==> src/flash_dl_pkg.sv <==
package flash_dl_pkg;

  // register byte addresses on the bus
  localparam logic [7:0] CODE_CTRL_ADDR    = 8'h00;
  localparam logic [7:0] PROG_SEL_ADDR     = 8'h04;
  localparam logic [7:0] ERASE_SEL_ADDR    = 8'h08;
  localparam logic [7:0] KEY_ADDR          = 8'h0c;
  localparam logic [7:0] ARRAY_SEL_ADDR    = 8'h10;
  localparam logic [7:0] DEST_ADDR         = 8'h14;
  localparam logic [7:0] OVERLAY_ADDR      = 8'h18;
  localparam logic [7:0] DL_STATUS_ADDR    = 8'h1c;

  // field positions
  localparam int DL_REQUEST_BIT    = 0;
  localparam int FWE_MON_BIT       = 7;
  localparam int ROUTINE_SEL_BIT   = 0;
  localparam int DEST_ERR_BIT      = 7;
  localparam int OVERLAY_EN_BIT    = 3;
  localparam int RESULT_SS_BIT     = 2;
  localparam int RESULT_FK_BIT     = 1;
  localparam int RESULT_SF_BIT     = 0;
  localparam int STATUS_BUSY_BIT   = 7;

  // key and select values
  localparam logic [7:0] KEY_DOWNLOAD      = 8'ha5;
  localparam logic [7:0] KEY_PROG_ERASE    = 8'h5a;
  localparam logic [7:0] ARRAY_BOOT_VAL    = 8'haa;
  localparam logic [7:0] ARRAY_USER_RST    = 8'h00;
  localparam logic [7:0] REG_RESET         = 8'h00;
  localparam logic [6:0] DEST_LIMIT        = 7'h04;

  // download destinations in on-chip ram
  localparam logic [23:0] DEST_BASE_0      = 24'hff7000;
  localparam logic [23:0] DEST_BASE_1      = 24'hffb000;
  localparam logic [23:0] DEST_BASE_2      = 24'hffd000;
  localparam logic [23:0] DEST_BASE_3      = 24'hffe800;
  localparam logic [11:0] DL_BYTES         = 12'h800;

  // overlay block size shift (4 kbyte blocks)
  localparam int OVERLAY_SHIFT     = 12;

  // axi response codes
  localparam logic [1:0] RESP_OKAY         = 2'h0;
  localparam logic [1:0] RESP_SLVERR       = 2'h2;

  typedef enum logic [1:0] {
    DL_IDLE,
    DL_CHECK,
    DL_COPY,
    DL_RESULT
  } dl_state_t;

endpackage : flash_dl_pkg

==> src/flash_download_mat_emulation_ctrl.sv <==
// The AXI4-Lite register port and the register offsets were chosen for this implementation.
`timescale 1ns/100ps
`default_nettype none

module flash_download_mat_emulation_ctrl (
  // clock, reset, enable
  input  wire logic        aclk,
  input  wire logic        aresetn,
  input  wire logic        clk_en,
  // axi4-lite write
  input  wire logic [7:0]  s_axi_awaddr,
  input  wire logic        s_axi_awvalid,
  output logic             s_axi_awready,
  input  wire logic [31:0] s_axi_wdata,
  input  wire logic [3:0]  s_axi_wstrb,
  input  wire logic        s_axi_wvalid,
  output logic             s_axi_wready,
  output logic [1:0]       s_axi_bresp,
  output logic             s_axi_bvalid,
  input  wire logic        s_axi_bready,
  // axi4-lite read
  input  wire logic [7:0]  s_axi_araddr,
  input  wire logic        s_axi_arvalid,
  output logic             s_axi_arready,
  output logic [31:0]      s_axi_rdata,
  output logic [1:0]       s_axi_rresp,
  output logic             s_axi_rvalid,
  input  wire logic        s_axi_rready,
  // system state
  input  wire logic        cpu_in_ram,
  input  wire logic        user_program_mode,
  input  wire logic        user_boot_mode_pin,
  input  wire logic        fwe_pin,
  input  wire logic        hw_standby_pin,
  // routine rom read port
  output logic [10:0]      rom_addr,
  input  wire logic [7:0]  rom_rd_data,
  // ram write port
  output logic             ram_wr_en,
  output logic [23:0]      ram_wr_addr,
  output logic [7:0]       ram_wr_data,
  // flash control
  output logic             boot_array_sel,
  output logic             prog_erase_en,
  output logic             overlay_en,
  output logic [23:0]      overlay_base,
  output logic             dl_busy
);

  function automatic logic [23:0] dest_base(input logic [1:0] idx);
    case (idx)
      2'h0:    dest_base = flash_dl_pkg::DEST_BASE_0;
      2'h1:    dest_base = flash_dl_pkg::DEST_BASE_1;
      2'h2:    dest_base = flash_dl_pkg::DEST_BASE_2;
      default: dest_base = flash_dl_pkg::DEST_BASE_3;
    endcase
  endfunction : dest_base

  // pin synchronisers; not reset so the strap is settled during reset
  logic [1:0] boot_sync_q;
  logic [1:0] fwe_sync_q;
  logic [1:0] stby_sync_q;
  always_ff @(posedge aclk) begin
    boot_sync_q <= {boot_sync_q[0], user_boot_mode_pin};
    fwe_sync_q  <= {fwe_sync_q[0], fwe_pin};
    stby_sync_q <= {stby_sync_q[0], hw_standby_pin};
  end

  logic clr;
  assign clr = !aresetn || stby_sync_q[1];

  // registers
  logic                    prog_sel_q;
  logic                    erase_sel_q;
  logic [7:0]              key_q;
  logic [7:0]              array_sel_q;
  logic                    dest_err_q;
  logic [6:0]              dest_field_q;
  logic [3:0]              overlay_q;
  logic [2:0]              last_result_q;
  flash_dl_pkg::dl_state_t state_q;
  logic [11:0]             cnt_q;
  logic [23:0]             base_q;
  logic                    ss_err_q;
  logic                    fk_err_q;

  // bus write channel: both address and data taken in one cycle
  logic       wr_take;
  logic [7:0] wr_byte;
  logic       wr_lane;
  assign wr_take = s_axi_awvalid && s_axi_wvalid && !s_axi_bvalid && !s_axi_awready;
  assign wr_byte = s_axi_wdata[7:0];
  assign wr_lane = wr_take && s_axi_wstrb[0];

  function automatic logic mapped(input logic [7:0] a);
    mapped = (a[1:0] == 2'h0) && (a <= flash_dl_pkg::DL_STATUS_ADDR);
  endfunction : mapped

  always_ff @(posedge aclk) begin
    if (!aresetn) begin
      s_axi_awready <= 1'b0;
      s_axi_wready  <= 1'b0;
      s_axi_bvalid  <= 1'b0;
      s_axi_bresp   <= flash_dl_pkg::RESP_OKAY;
    end else if (clk_en) begin
      s_axi_awready <= wr_take;
      s_axi_wready  <= wr_take;
      if (wr_take) begin
        s_axi_bvalid <= 1'b1;
        s_axi_bresp  <= mapped(s_axi_awaddr) ? flash_dl_pkg::RESP_OKAY
                                             : flash_dl_pkg::RESP_SLVERR;
      end else if (s_axi_bready) begin
        s_axi_bvalid <= 1'b0;
      end
    end
  end

  // decoded write strobes
  logic wr_ctrl, wr_prog, wr_erase, wr_key, wr_array, wr_dest, wr_ovl;
  assign wr_ctrl  = wr_lane && s_axi_awaddr == flash_dl_pkg::CODE_CTRL_ADDR;
  assign wr_prog  = wr_lane && s_axi_awaddr == flash_dl_pkg::PROG_SEL_ADDR;
  assign wr_erase = wr_lane && s_axi_awaddr == flash_dl_pkg::ERASE_SEL_ADDR;
  assign wr_key   = wr_lane && s_axi_awaddr == flash_dl_pkg::KEY_ADDR;
  assign wr_array = wr_lane && s_axi_awaddr == flash_dl_pkg::ARRAY_SEL_ADDR;
  assign wr_dest  = wr_lane && s_axi_awaddr == flash_dl_pkg::DEST_ADDR;
  assign wr_ovl   = wr_lane && s_axi_awaddr == flash_dl_pkg::OVERLAY_ADDR;

  logic dl_req;
  assign dl_req = wr_ctrl && wr_byte[flash_dl_pkg::DL_REQUEST_BIT]
                  && key_q == flash_dl_pkg::KEY_DOWNLOAD && cpu_in_ram
                  && state_q == flash_dl_pkg::DL_IDLE;

  logic dl_end;
  assign dl_end = state_q == flash_dl_pkg::DL_RESULT;

  // routine selects; completion clears them, a write in that cycle loses
  always_ff @(posedge aclk) begin
    if (clr) begin
      prog_sel_q  <= 1'b0;
      erase_sel_q <= 1'b0;
    end else if (clk_en) begin
      if (dl_end) begin
        prog_sel_q  <= 1'b0;
        erase_sel_q <= 1'b0;
      end else begin
        if (wr_prog)
          prog_sel_q <= wr_byte[flash_dl_pkg::ROUTINE_SEL_BIT];
        if (wr_erase)
          erase_sel_q <= wr_byte[flash_dl_pkg::ROUTINE_SEL_BIT];
      end
    end
  end

  always_ff @(posedge aclk) begin
    if (clr)
      key_q <= flash_dl_pkg::REG_RESET;
    else if (clk_en && wr_key)
      key_q <= wr_byte;
  end

  // strap sampled through the synchroniser while reset is held
  always_ff @(posedge aclk) begin
    if (clr)
      array_sel_q <= boot_sync_q[1] ? flash_dl_pkg::ARRAY_BOOT_VAL
                                    : flash_dl_pkg::ARRAY_USER_RST;
    else if (clk_en && wr_array && cpu_in_ram)
      array_sel_q <= wr_byte;
  end

  // destination; error flag set by the check wins over a clearing write
  always_ff @(posedge aclk) begin
    if (clr) begin
      dest_err_q   <= 1'b0;
      dest_field_q <= 7'h00;
    end else if (clk_en) begin
      if (wr_dest)
        dest_field_q <= wr_byte[6:0];
      if (state_q == flash_dl_pkg::DL_CHECK && dest_field_q >= flash_dl_pkg::DEST_LIMIT)
        dest_err_q <= 1'b1;
      else if (wr_dest)
        dest_err_q <= wr_byte[flash_dl_pkg::DEST_ERR_BIT];
    end
  end

  // only the low four bits are stored, upper bits read zero
  always_ff @(posedge aclk) begin
    if (clr)
      overlay_q <= 4'h0;
    else if (clk_en && wr_ovl)
      overlay_q <= wr_byte[3:0];
  end

  // download sequencer
  always_ff @(posedge aclk) begin
    if (clr) begin
      state_q       <= flash_dl_pkg::DL_IDLE;
      cnt_q         <= 12'h000;
      base_q        <= flash_dl_pkg::DEST_BASE_0;
      ss_err_q      <= 1'b0;
      fk_err_q      <= 1'b0;
      last_result_q <= 3'h0;
    end else if (clk_en) begin
      case (state_q)
        flash_dl_pkg::DL_IDLE: begin
          cnt_q <= 12'h000;
          if (dl_req)
            state_q <= flash_dl_pkg::DL_CHECK;
        end
        flash_dl_pkg::DL_CHECK: begin
          base_q   <= dest_base(dest_field_q[1:0]);
          ss_err_q <= prog_sel_q == erase_sel_q;
          fk_err_q <= key_q != flash_dl_pkg::KEY_DOWNLOAD;
          if (dest_field_q >= flash_dl_pkg::DEST_LIMIT)
            state_q <= flash_dl_pkg::DL_IDLE;
          else if (prog_sel_q == erase_sel_q)
            state_q <= flash_dl_pkg::DL_RESULT;
          else
            state_q <= flash_dl_pkg::DL_COPY;
        end
        flash_dl_pkg::DL_COPY: begin
          if (cnt_q == flash_dl_pkg::DL_BYTES)
            state_q <= flash_dl_pkg::DL_RESULT;
          else
            cnt_q <= cnt_q + 12'h001;
        end
        flash_dl_pkg::DL_RESULT: begin
          last_result_q <= {ss_err_q, fk_err_q, ss_err_q | fk_err_q};
          state_q       <= flash_dl_pkg::DL_IDLE;
        end
        default: state_q <= flash_dl_pkg::DL_IDLE;
      endcase
    end
  end

  // rom address leads the ram write by one cycle to match rom latency
  always_ff @(posedge aclk) begin
    if (clr) begin
      rom_addr    <= 11'h000;
      ram_wr_en   <= 1'b0;
      ram_wr_addr <= 24'h000000;
      ram_wr_data <= 8'h00;
    end else if (clk_en) begin
      ram_wr_en <= 1'b0;
      if (state_q == flash_dl_pkg::DL_COPY) begin
        rom_addr <= cnt_q[10:0];
        if (cnt_q != 12'h000) begin
          ram_wr_en   <= 1'b1;
          ram_wr_addr <= base_q + {12'h000, cnt_q - 12'h001};
          ram_wr_data <= rom_rd_data;
        end
      end else if (dl_end) begin
        ram_wr_en   <= 1'b1;
        // only the result byte is reported, no cpu state is touched
        ram_wr_addr <= base_q;
        ram_wr_data <= {5'h00, ss_err_q, fk_err_q, ss_err_q | fk_err_q};
      end
    end
  end

  // flash control outputs
  always_ff @(posedge aclk) begin
    if (clr) begin
      boot_array_sel <= 1'b0;
      prog_erase_en  <= 1'b0;
      overlay_en     <= 1'b0;
      overlay_base   <= 24'h000000;
      dl_busy        <= 1'b0;
    end else if (clk_en) begin
      boot_array_sel <= array_sel_q == flash_dl_pkg::ARRAY_BOOT_VAL;
      // key, overlay, boot-array guard and the enable pin all must agree
      prog_erase_en  <= key_q == flash_dl_pkg::KEY_PROG_ERASE
                        && !overlay_q[flash_dl_pkg::OVERLAY_EN_BIT]
                        && !(user_program_mode
                             && array_sel_q == flash_dl_pkg::ARRAY_BOOT_VAL)
                        && fwe_sync_q[1];
      overlay_en     <= overlay_q[flash_dl_pkg::OVERLAY_EN_BIT];
      overlay_base   <= {9'h000, overlay_q[2:0], 12'h000};
      dl_busy        <= state_q != flash_dl_pkg::DL_IDLE;
    end
  end

  // bus read channel
  logic [7:0] rd_val;
  always_comb begin
    rd_val = 8'h00;
    case (s_axi_araddr)
      flash_dl_pkg::CODE_CTRL_ADDR:
        rd_val = {fwe_sync_q[1], 7'h00};
      flash_dl_pkg::PROG_SEL_ADDR:  rd_val = {7'h00, prog_sel_q};
      flash_dl_pkg::ERASE_SEL_ADDR: rd_val = {7'h00, erase_sel_q};
      flash_dl_pkg::KEY_ADDR:       rd_val = key_q;
      flash_dl_pkg::ARRAY_SEL_ADDR: rd_val = array_sel_q;
      flash_dl_pkg::DEST_ADDR:      rd_val = {dest_err_q, dest_field_q};
      flash_dl_pkg::OVERLAY_ADDR:   rd_val = {4'h0, overlay_q};
      flash_dl_pkg::DL_STATUS_ADDR:
        rd_val = {state_q != flash_dl_pkg::DL_IDLE, 4'h0, last_result_q};
      default:                      rd_val = 8'h00;
    endcase
  end

  logic [7:0] rd_addr_q;
  always_ff @(posedge aclk) begin
    if (!aresetn) begin
      s_axi_arready <= 1'b0;
      s_axi_rvalid  <= 1'b0;
      s_axi_rdata   <= 32'h00000000;
      s_axi_rresp   <= flash_dl_pkg::RESP_OKAY;
      rd_addr_q     <= 8'h00;
    end else if (clk_en) begin
      s_axi_arready <= 1'b0;
      if (s_axi_arvalid && !s_axi_rvalid && !s_axi_arready) begin
        s_axi_arready <= 1'b1;
        s_axi_rvalid  <= 1'b1;
        rd_addr_q     <= s_axi_araddr;
        s_axi_rdata   <= {24'h000000, rd_val};
        s_axi_rresp   <= mapped(s_axi_araddr) ? flash_dl_pkg::RESP_OKAY
                                              : flash_dl_pkg::RESP_SLVERR;
      end else if (s_axi_rready) begin
        s_axi_rvalid <= 1'b0;
      end
    end
  end
endmodule : flash_download_mat_emulation_ctrl

`default_nettype wire

==> config.mk <==
export PLATFORM = sky130hd
export DESIGN_NAME = flash_download_mat_emulation_ctrl
export DESIGN_NICKNAME = d
export VERILOG_FILES = /design/src/flash_dl_pkg.sv /design/src/flash_download_mat_emulation_ctrl.sv
export SDC_FILE = /design/constraint.sdc
export NUM_CORES = 1
export LEC_CHECK = 0
export BUFFER_PORTS_ARGS = -buffer_cell sky130_fd_sc_hd__buf_2
export CAP_MARGIN = 40
export CORE_ASPECT_RATIO = 2
export CORE_MARGIN = 2
export CORE_UTILIZATION = 40
export CTS_CLUSTER_DIAMETER = 80
export DETAILED_ROUTE_END_ITERATION = 16
export PLACE_DENSITY = 0.66
export SKIP_CTS_REPAIR_TIMING = 1
export SLEW_MARGIN = 40
export SYNTH_ARGS = -nofsm -noshare
export SYNTH_HDL_FRONTEND = slang
export SYNTH_SLANG_ARGS = --single-unit
==> constraint.sdc <==
create_clock -name aclk -period 4.04 [get_ports aclk]
set_input_delay 0.808 -clock aclk [delete_from_list [all_inputs] [get_ports aclk]]
set_output_delay 0.808 -clock aclk [all_outputs]
set_load 0.02 [all_outputs]
==> results.toml, run 1 <==
[worst_setup_path]
worstSetupEndpointType = "flip-flop"
crit_fanout = 10
r2r-start = "cnt_q[7]"
cp.required_ps = 4350
cp_data_arrival_time_ps = 2900
critical_path_class = "reg2reg"
worstSetupStartpoint = "cnt_q[7]"
start_kind = "flip-flop"

[floorplan]
initial_core_util_pct = 40.8
die_area_um2 = 15200
dieWidth_um = 88.2
io_pins = 186
die_h_um = 172
core.rowCount = 61
core-area_um2 = 13900

[pwr]
totalPowerFinal_uw = 2950
seqPwrFrac_pct = 41.7
p_sw_share_pct = 22.3
p_int_uw = 2290
powerDensity_nw_per_um2 = 438
p_leak_uw = 0.00273
ir_drop_uv = 292
power_frac_clock_pct = 53.4
pwr-share-comb_pct = 5.0
switchingPower_uw = 657

[clock_network]
root_buffer = "clkbuf_16"
clock_latency_ps = 410
cts_buffers = 17
clockBufferDepth = 2
cts_tree = "yes"
clk_pin_slew_ps = 60
htreeDepth = 4
cts.sinks = 121

[sta]
slew_headroom_pct = 51.0
period_needed_ps = 2580
setup_tns_ps = 0
fin_crit_sh_pct = 64.0
finalSetupViolCount = 0
fmax_ghz = 0.387
drv_slew = 0
fin_skew_ps = 7.89
worst_slew_pin_slew_ps = 736
hold_viol = 0
rsz0062_at_grt = "false"

[route]
via_count = 4753
viasPerCell = 5.01
routed_wl_mm = 14.1
drcViolationCount = 0
drtPass1Iterations = 4
detail_route.wl_per_cell_um = 14.9
ant_nets = 0
drtIter0Drc = 175

[cells_and_area]
layout.nets = 826
n_antenna_cell = 0
drive_gt1_share_pct = 22.5
layout.cells.non_filler = 948
area_delta_synth_final_pct = 18.7

[job]
maxCapViolCount = 0

[yosys]
synth.avg_cell_area_um2 = 8.66
async_flop_share_pct = 0
yosys_register_bits = 121
ys.flop_type = "dfxtp_1"
synth.distinct_cells = 66
synth_cells = 654
synth_area_leaders = "dfxtp_1, buf_4, nand2_1, nor2_1, a21oi_1"
netlist_area_um2 = 5670
synth_top_area_share_pct = 39.9
synth_commonest_cells = "dfxtp_1, nand2_1, nor2_1"
ys_seq_area_share_pct = 44.2
yosysMostFrequentCell = "dfxtp_1"
synth_edf_count = 8
synth_warnings = 0
synth_top_area_cell = "dfxtp_1"

[global_route]
grt_max_degree = 35
gr-usage-all-layers_pct = 18.9
overflow = 0
grt_pass1_wl_mm = 22.1
grt_pass1_vias = 4520
antenna_found_initial = 0

[placement]
placement.io_buffers = 111
place_inst = 916
dpl.hpwl_mm = 10.6
gp_congestion = 0.854

[run_status]
status = "finished, final reports clean"

[worst_hold_path]
hp-start = "boot_sync_q[0]"
hp-class = "reg2reg"
-- worst paths after layout --
check / to / depth (start not counted) / slack [ps]
worst max-delay path: ram_wr_addr[15] / 10 / 1460
worst min-delay path: boot_sync_q[1] / 0 / 320
worst max register to register: ram_wr_addr[15] / 10 / 1460
worst min register to register: boot_sync_q[1] / 0 / 320
-- sequential cells by signal, summed over array words and instances (netlist names), 2 cells and up, named ones only --
register       count
array_sel_q        8
base_q             5
boot_sync_q        2
cnt_q             12
dest_field_q       7
fwe_sync_q         2
key_q              8
last_result_q      3
overlay_base       3
overlay_q          4
ram_wr_addr       20
ram_wr_data        8
rom_addr          11
s_axi_rdata        8
stby_sync_q        2
-- critical path, cell delays in order (launching register included) --
cell	delay, ps
dfxtp_1	430
nor4_1	380
and2_2	260
nand2_1	70
xnor2_1	180
ha_1	210
ha_1	190
and3_1	190
ha_1	270
nand2_1	40
a311oi_1	250
-- per-stage QoR --
step	worst slack, ps	util (%)	hold WS (ps)	instance area (um^2)
3_3_place_gp	1180	43.9	315	6090
5_1_grt	1220	48.4	333	6730
3_5_place_dp	1200	43.9	314	6090
2_1_floorplan	1650	-	310	5840
6_report	1460	48.4	324	6730
4_1_cts	1440	48.4	328	6720
-- cells in the final DEF (no fill, tap or decap), types with 10 or more instances in the layout --
cell and instances:
a21oi_1 50, nand3_1 31, buf_2 111, o21ai_0 31, nor2_1 67, xnor2_1 10
dfxtp_1 113, clkbuf_16 19, nand2_1 98, mux2i_1 24, inv_1 10, conb_1 47
-- layout make-up --
class	instances	area, um^2
clock buffers	22	517
clock inverters	10	111
fillers	1418	7170
inverters	10	37.5
multi-input cells	477	2710
flip-flops and latches	121	2500
well taps	189	236
repair buffers	119	616
-- power by group through the flow --
stage	combinational [uW]	sequential (uW)	clock, uW
2_1_floorplan	130	1260	0
3_3_place_gp	145	1250	0
3_5_place_dp	145	1250	0
4_1_cts	146	1230	1600
5_1_grt	160	1230	1640
6_report	146	1230	1570
-- metal layers --
metal  track usage, %  vias to the layer above  wire length (um)
met5                0                        -                 0
met4             8.37                        0               387
met3             3.91                       24               627
met2             36.6                      143              8040
met1             18.4                     2246              5060
li1                 -                     2340                 -
-- kinds of logic after synthesis --
| logic type | count (synthesis) | share of synthesized area (%) |
|---|---|---|
| xor gates and xnor gates | 17 | 2.63 |
| adders and majority gates | 7 | 1.55 |
| muxes | 28 | 5.63 |
| buffers and inverters | 102 | 11.3 |
| DFF | 121 | 44.2 |
| other | 1 | 0.0662 |
| AOI/OAI and AO/OA | 114 | 11.8 |
| and+or+nand+nor | 264 | 22.9 |
Power figures use the tool's default switching activity.
==> run 2: changes to the inputs <==
==> constraint.sdc (replaced) <==
create_clock -name aclk -period 2.51 [get_ports aclk]
set_input_delay 0.502 -clock aclk [delete_from_list [all_inputs] [get_ports aclk]]
set_output_delay 0.502 -clock aclk [all_outputs]
set_load 0.02 [all_outputs]
==> run 2 against run 1 <==
Clock skew up 1.1 ps. First-iteration DRC count up 22%. Cell area up 2.7%. Worst hold slack worse by 130 ps. Combinational power up 67%. Die area unchanged. Worst setup slack worse by 1300 ps. Flip-flop and latch count unchanged. Sequential power up 61%. Non-clock buffer count up 27. Largest power group unchanged.
==> results.toml, run 2 (synthesis results as in run 1) <==
[placement]
dp_slack_ps = 133
placement.io_buffers = 111
gp_congestion = 0.849
place_inst = 943
dpl.hpwl_mm = 11.0

[sta]
fin_crit_sh_pct = 92.5
period_needed_ps = 2320
whs_ps = 190
slew_headroom_pct = 63.5
setup_tns_ps = 0
rsz0062_at_grt = "false"
finalSetupViolCount = 0
worst_slack_ps = 188
fin_skew_ps = 9.02
fmax_ghz = 0.431
hold_viol = 0
worst_slew_pin_slew_ps = 547
drv_slew = 0

[pwr]
power_frac_clock_pct = 51.3
p_sw_share_pct = 23.1
p_leak_uw = 0.00286
switchingPower_uw = 1050
pwr-share-comb_pct = 5.3
powerDensity_nw_per_um2 = 660
ir_drop_uv = 466
p_int_uw = 3500
seqPwrFrac_pct = 43.3

[route]
via_count = 4803
detail_route.wl_per_cell_um = 14.9
drtPass1Iterations = 4
drcViolationCount = 0
viasPerCell = 4.93
routed_wl_mm = 14.5
ant_nets = 0
drtIter0Drc = 213

[floorplan]
core-area_um2 = 13900
die_area_um2 = 15200
initial_core_util_pct = 40.8
core.rowCount = 61
io_pins = 186
dieWidth_um = 88.2
die_h_um = 172

[cells_and_area]
layout.cells.non_filler = 975
final_common_cell = "dfxtp_1"
n_antenna_cell = 0
fin_util_pct = 49.7
area_delta_synth_final_pct = 21.9
drive_gt1_share_pct = 25.7
final_cell_mix = "dfxtp_1, buf_2, nand2_1"
largestRegisters = "ram_wr_addr x20, cnt_q x12, rom_addr x11"
largest_register_ffs = 20
largest_register = "ram_wr_addr"
layout.nets = 853

[clock_network]
cts.sinks = 121
clockBufferDepth = 2
cts_buffers = 17
root_buffer = "clkbuf_16"
clk_pin_slew_ps = 60
htreeDepth = 4
cts_tree = "yes"
clock_latency_ps = 410

[global_route]
grt_pass1_wl_mm = 23.0
grt_max_degree = 36
gr-usage-all-layers_pct = 19.7
grt_pass1_vias = 4603
overflow = 0
antenna_found_initial = 0

[run_status]
status = "finished, final reports clean"

[worst_setup_path]
worst-path-buf-inv = 1
reg2reg_slack_ps = 190
r2r-start = "cnt_q[9]"
cp_cell_sequence = "nor4_4 > buf_4 > and2_2 > nand2_2 > xnor2_2 > ha_2 > ha_1 > and3_4 > ha_1 > nand2_1 > a311oi_1"
cp.required_ps = 2830
critPathSlowestCell = "dfxtp_2"
cpPeakStageDelay_ps = 330
cp_top_family = "simple AND/OR/NAND/NOR gates"
cp_data_arrival_time_ps = 2640
worstSetupEndpointType = "flip-flop"
worstSetupStartpoint = "cnt_q[9]"
start_kind = "flip-flop"
crit_end = "ram_wr_addr[15]"
r2r_end = "ram_wr_addr[15]"
path_depth = 11
crit_fanout = 2
critical_path_class = "reg2reg"
cpMostUsedCell = "ha_1"
reg2reg_depth = 11

[worst_hold_path]
hp-class = "in2reg"

[job]
maxCapViolCount = 0
[run 2: changes by cell type in the layout (fill, tap and decap cells not counted), sizes merged]
cell and delta:
buf +27, clkinv +3, clkinvlp -3, inv +2
bufinv -1, clkbuf -1
[run 2: worst min path at each step]
stage / start / end / slack, ps / cells after the start
after floorplan: boot_sync_q[0] / boot_sync_q[1] / 310 / 0
after global placement: boot_sync_q[0] / boot_sync_q[1] / 320 / 0
after detailed placement: fwe_sync_q[0] / fwe_sync_q[1] / 310 / 0
after CTS: hw_standby_pin / stby_sync_q[0] / 180 / 1
after global routing: hw_standby_pin / stby_sync_q[0] / 170 / 1
final: hw_standby_pin / stby_sync_q[0] / 190 / 1
[run 2: final cells by class]
| class | count | area, um^2 |
|---|---|---|
| well taps | 189 | 236 |
| repair buffers | 146 | 818 |
| multi-input cells | 477 | 2740 |
| clock buffers | 21 | 482 |
| flip-flops and latches | 121 | 2500 |
| fillers | 1403 | 6990 |
| inverters | 10 | 37.5 |
| clock inverters | 11 | 92.6 |
[run 2: stage by stage]
stage	area [um^2]	power, uW
global route	6910	4710
CTS	6870	4590
floorplan	5840	2230
finish	6910	4560
global placement	6300	2260
detailed placement	6300	2260
[run 2: power groups by stage]
stage / registers, uW / logic, uW / clock network (uW)
2_1_floorplan: 2020 / 210 / 0
3_3_place_gp: 2020 / 241 / 0
3_5_place_dp: 2020 / 243 / 0
4_1_cts: 1980 / 243 / 2370
5_1_grt: 1980 / 266 / 2460
6_report: 1980 / 244 / 2340
[run 2: per-layer routing]
metal  up-vias  wire length [um]  track usage, %
li1       2382                 -               -
met1      2248              5160            19.4
met2       148              8370            38.3
met3        25               548            3.91
met4         0               414            8.63
met5         -                 0               0
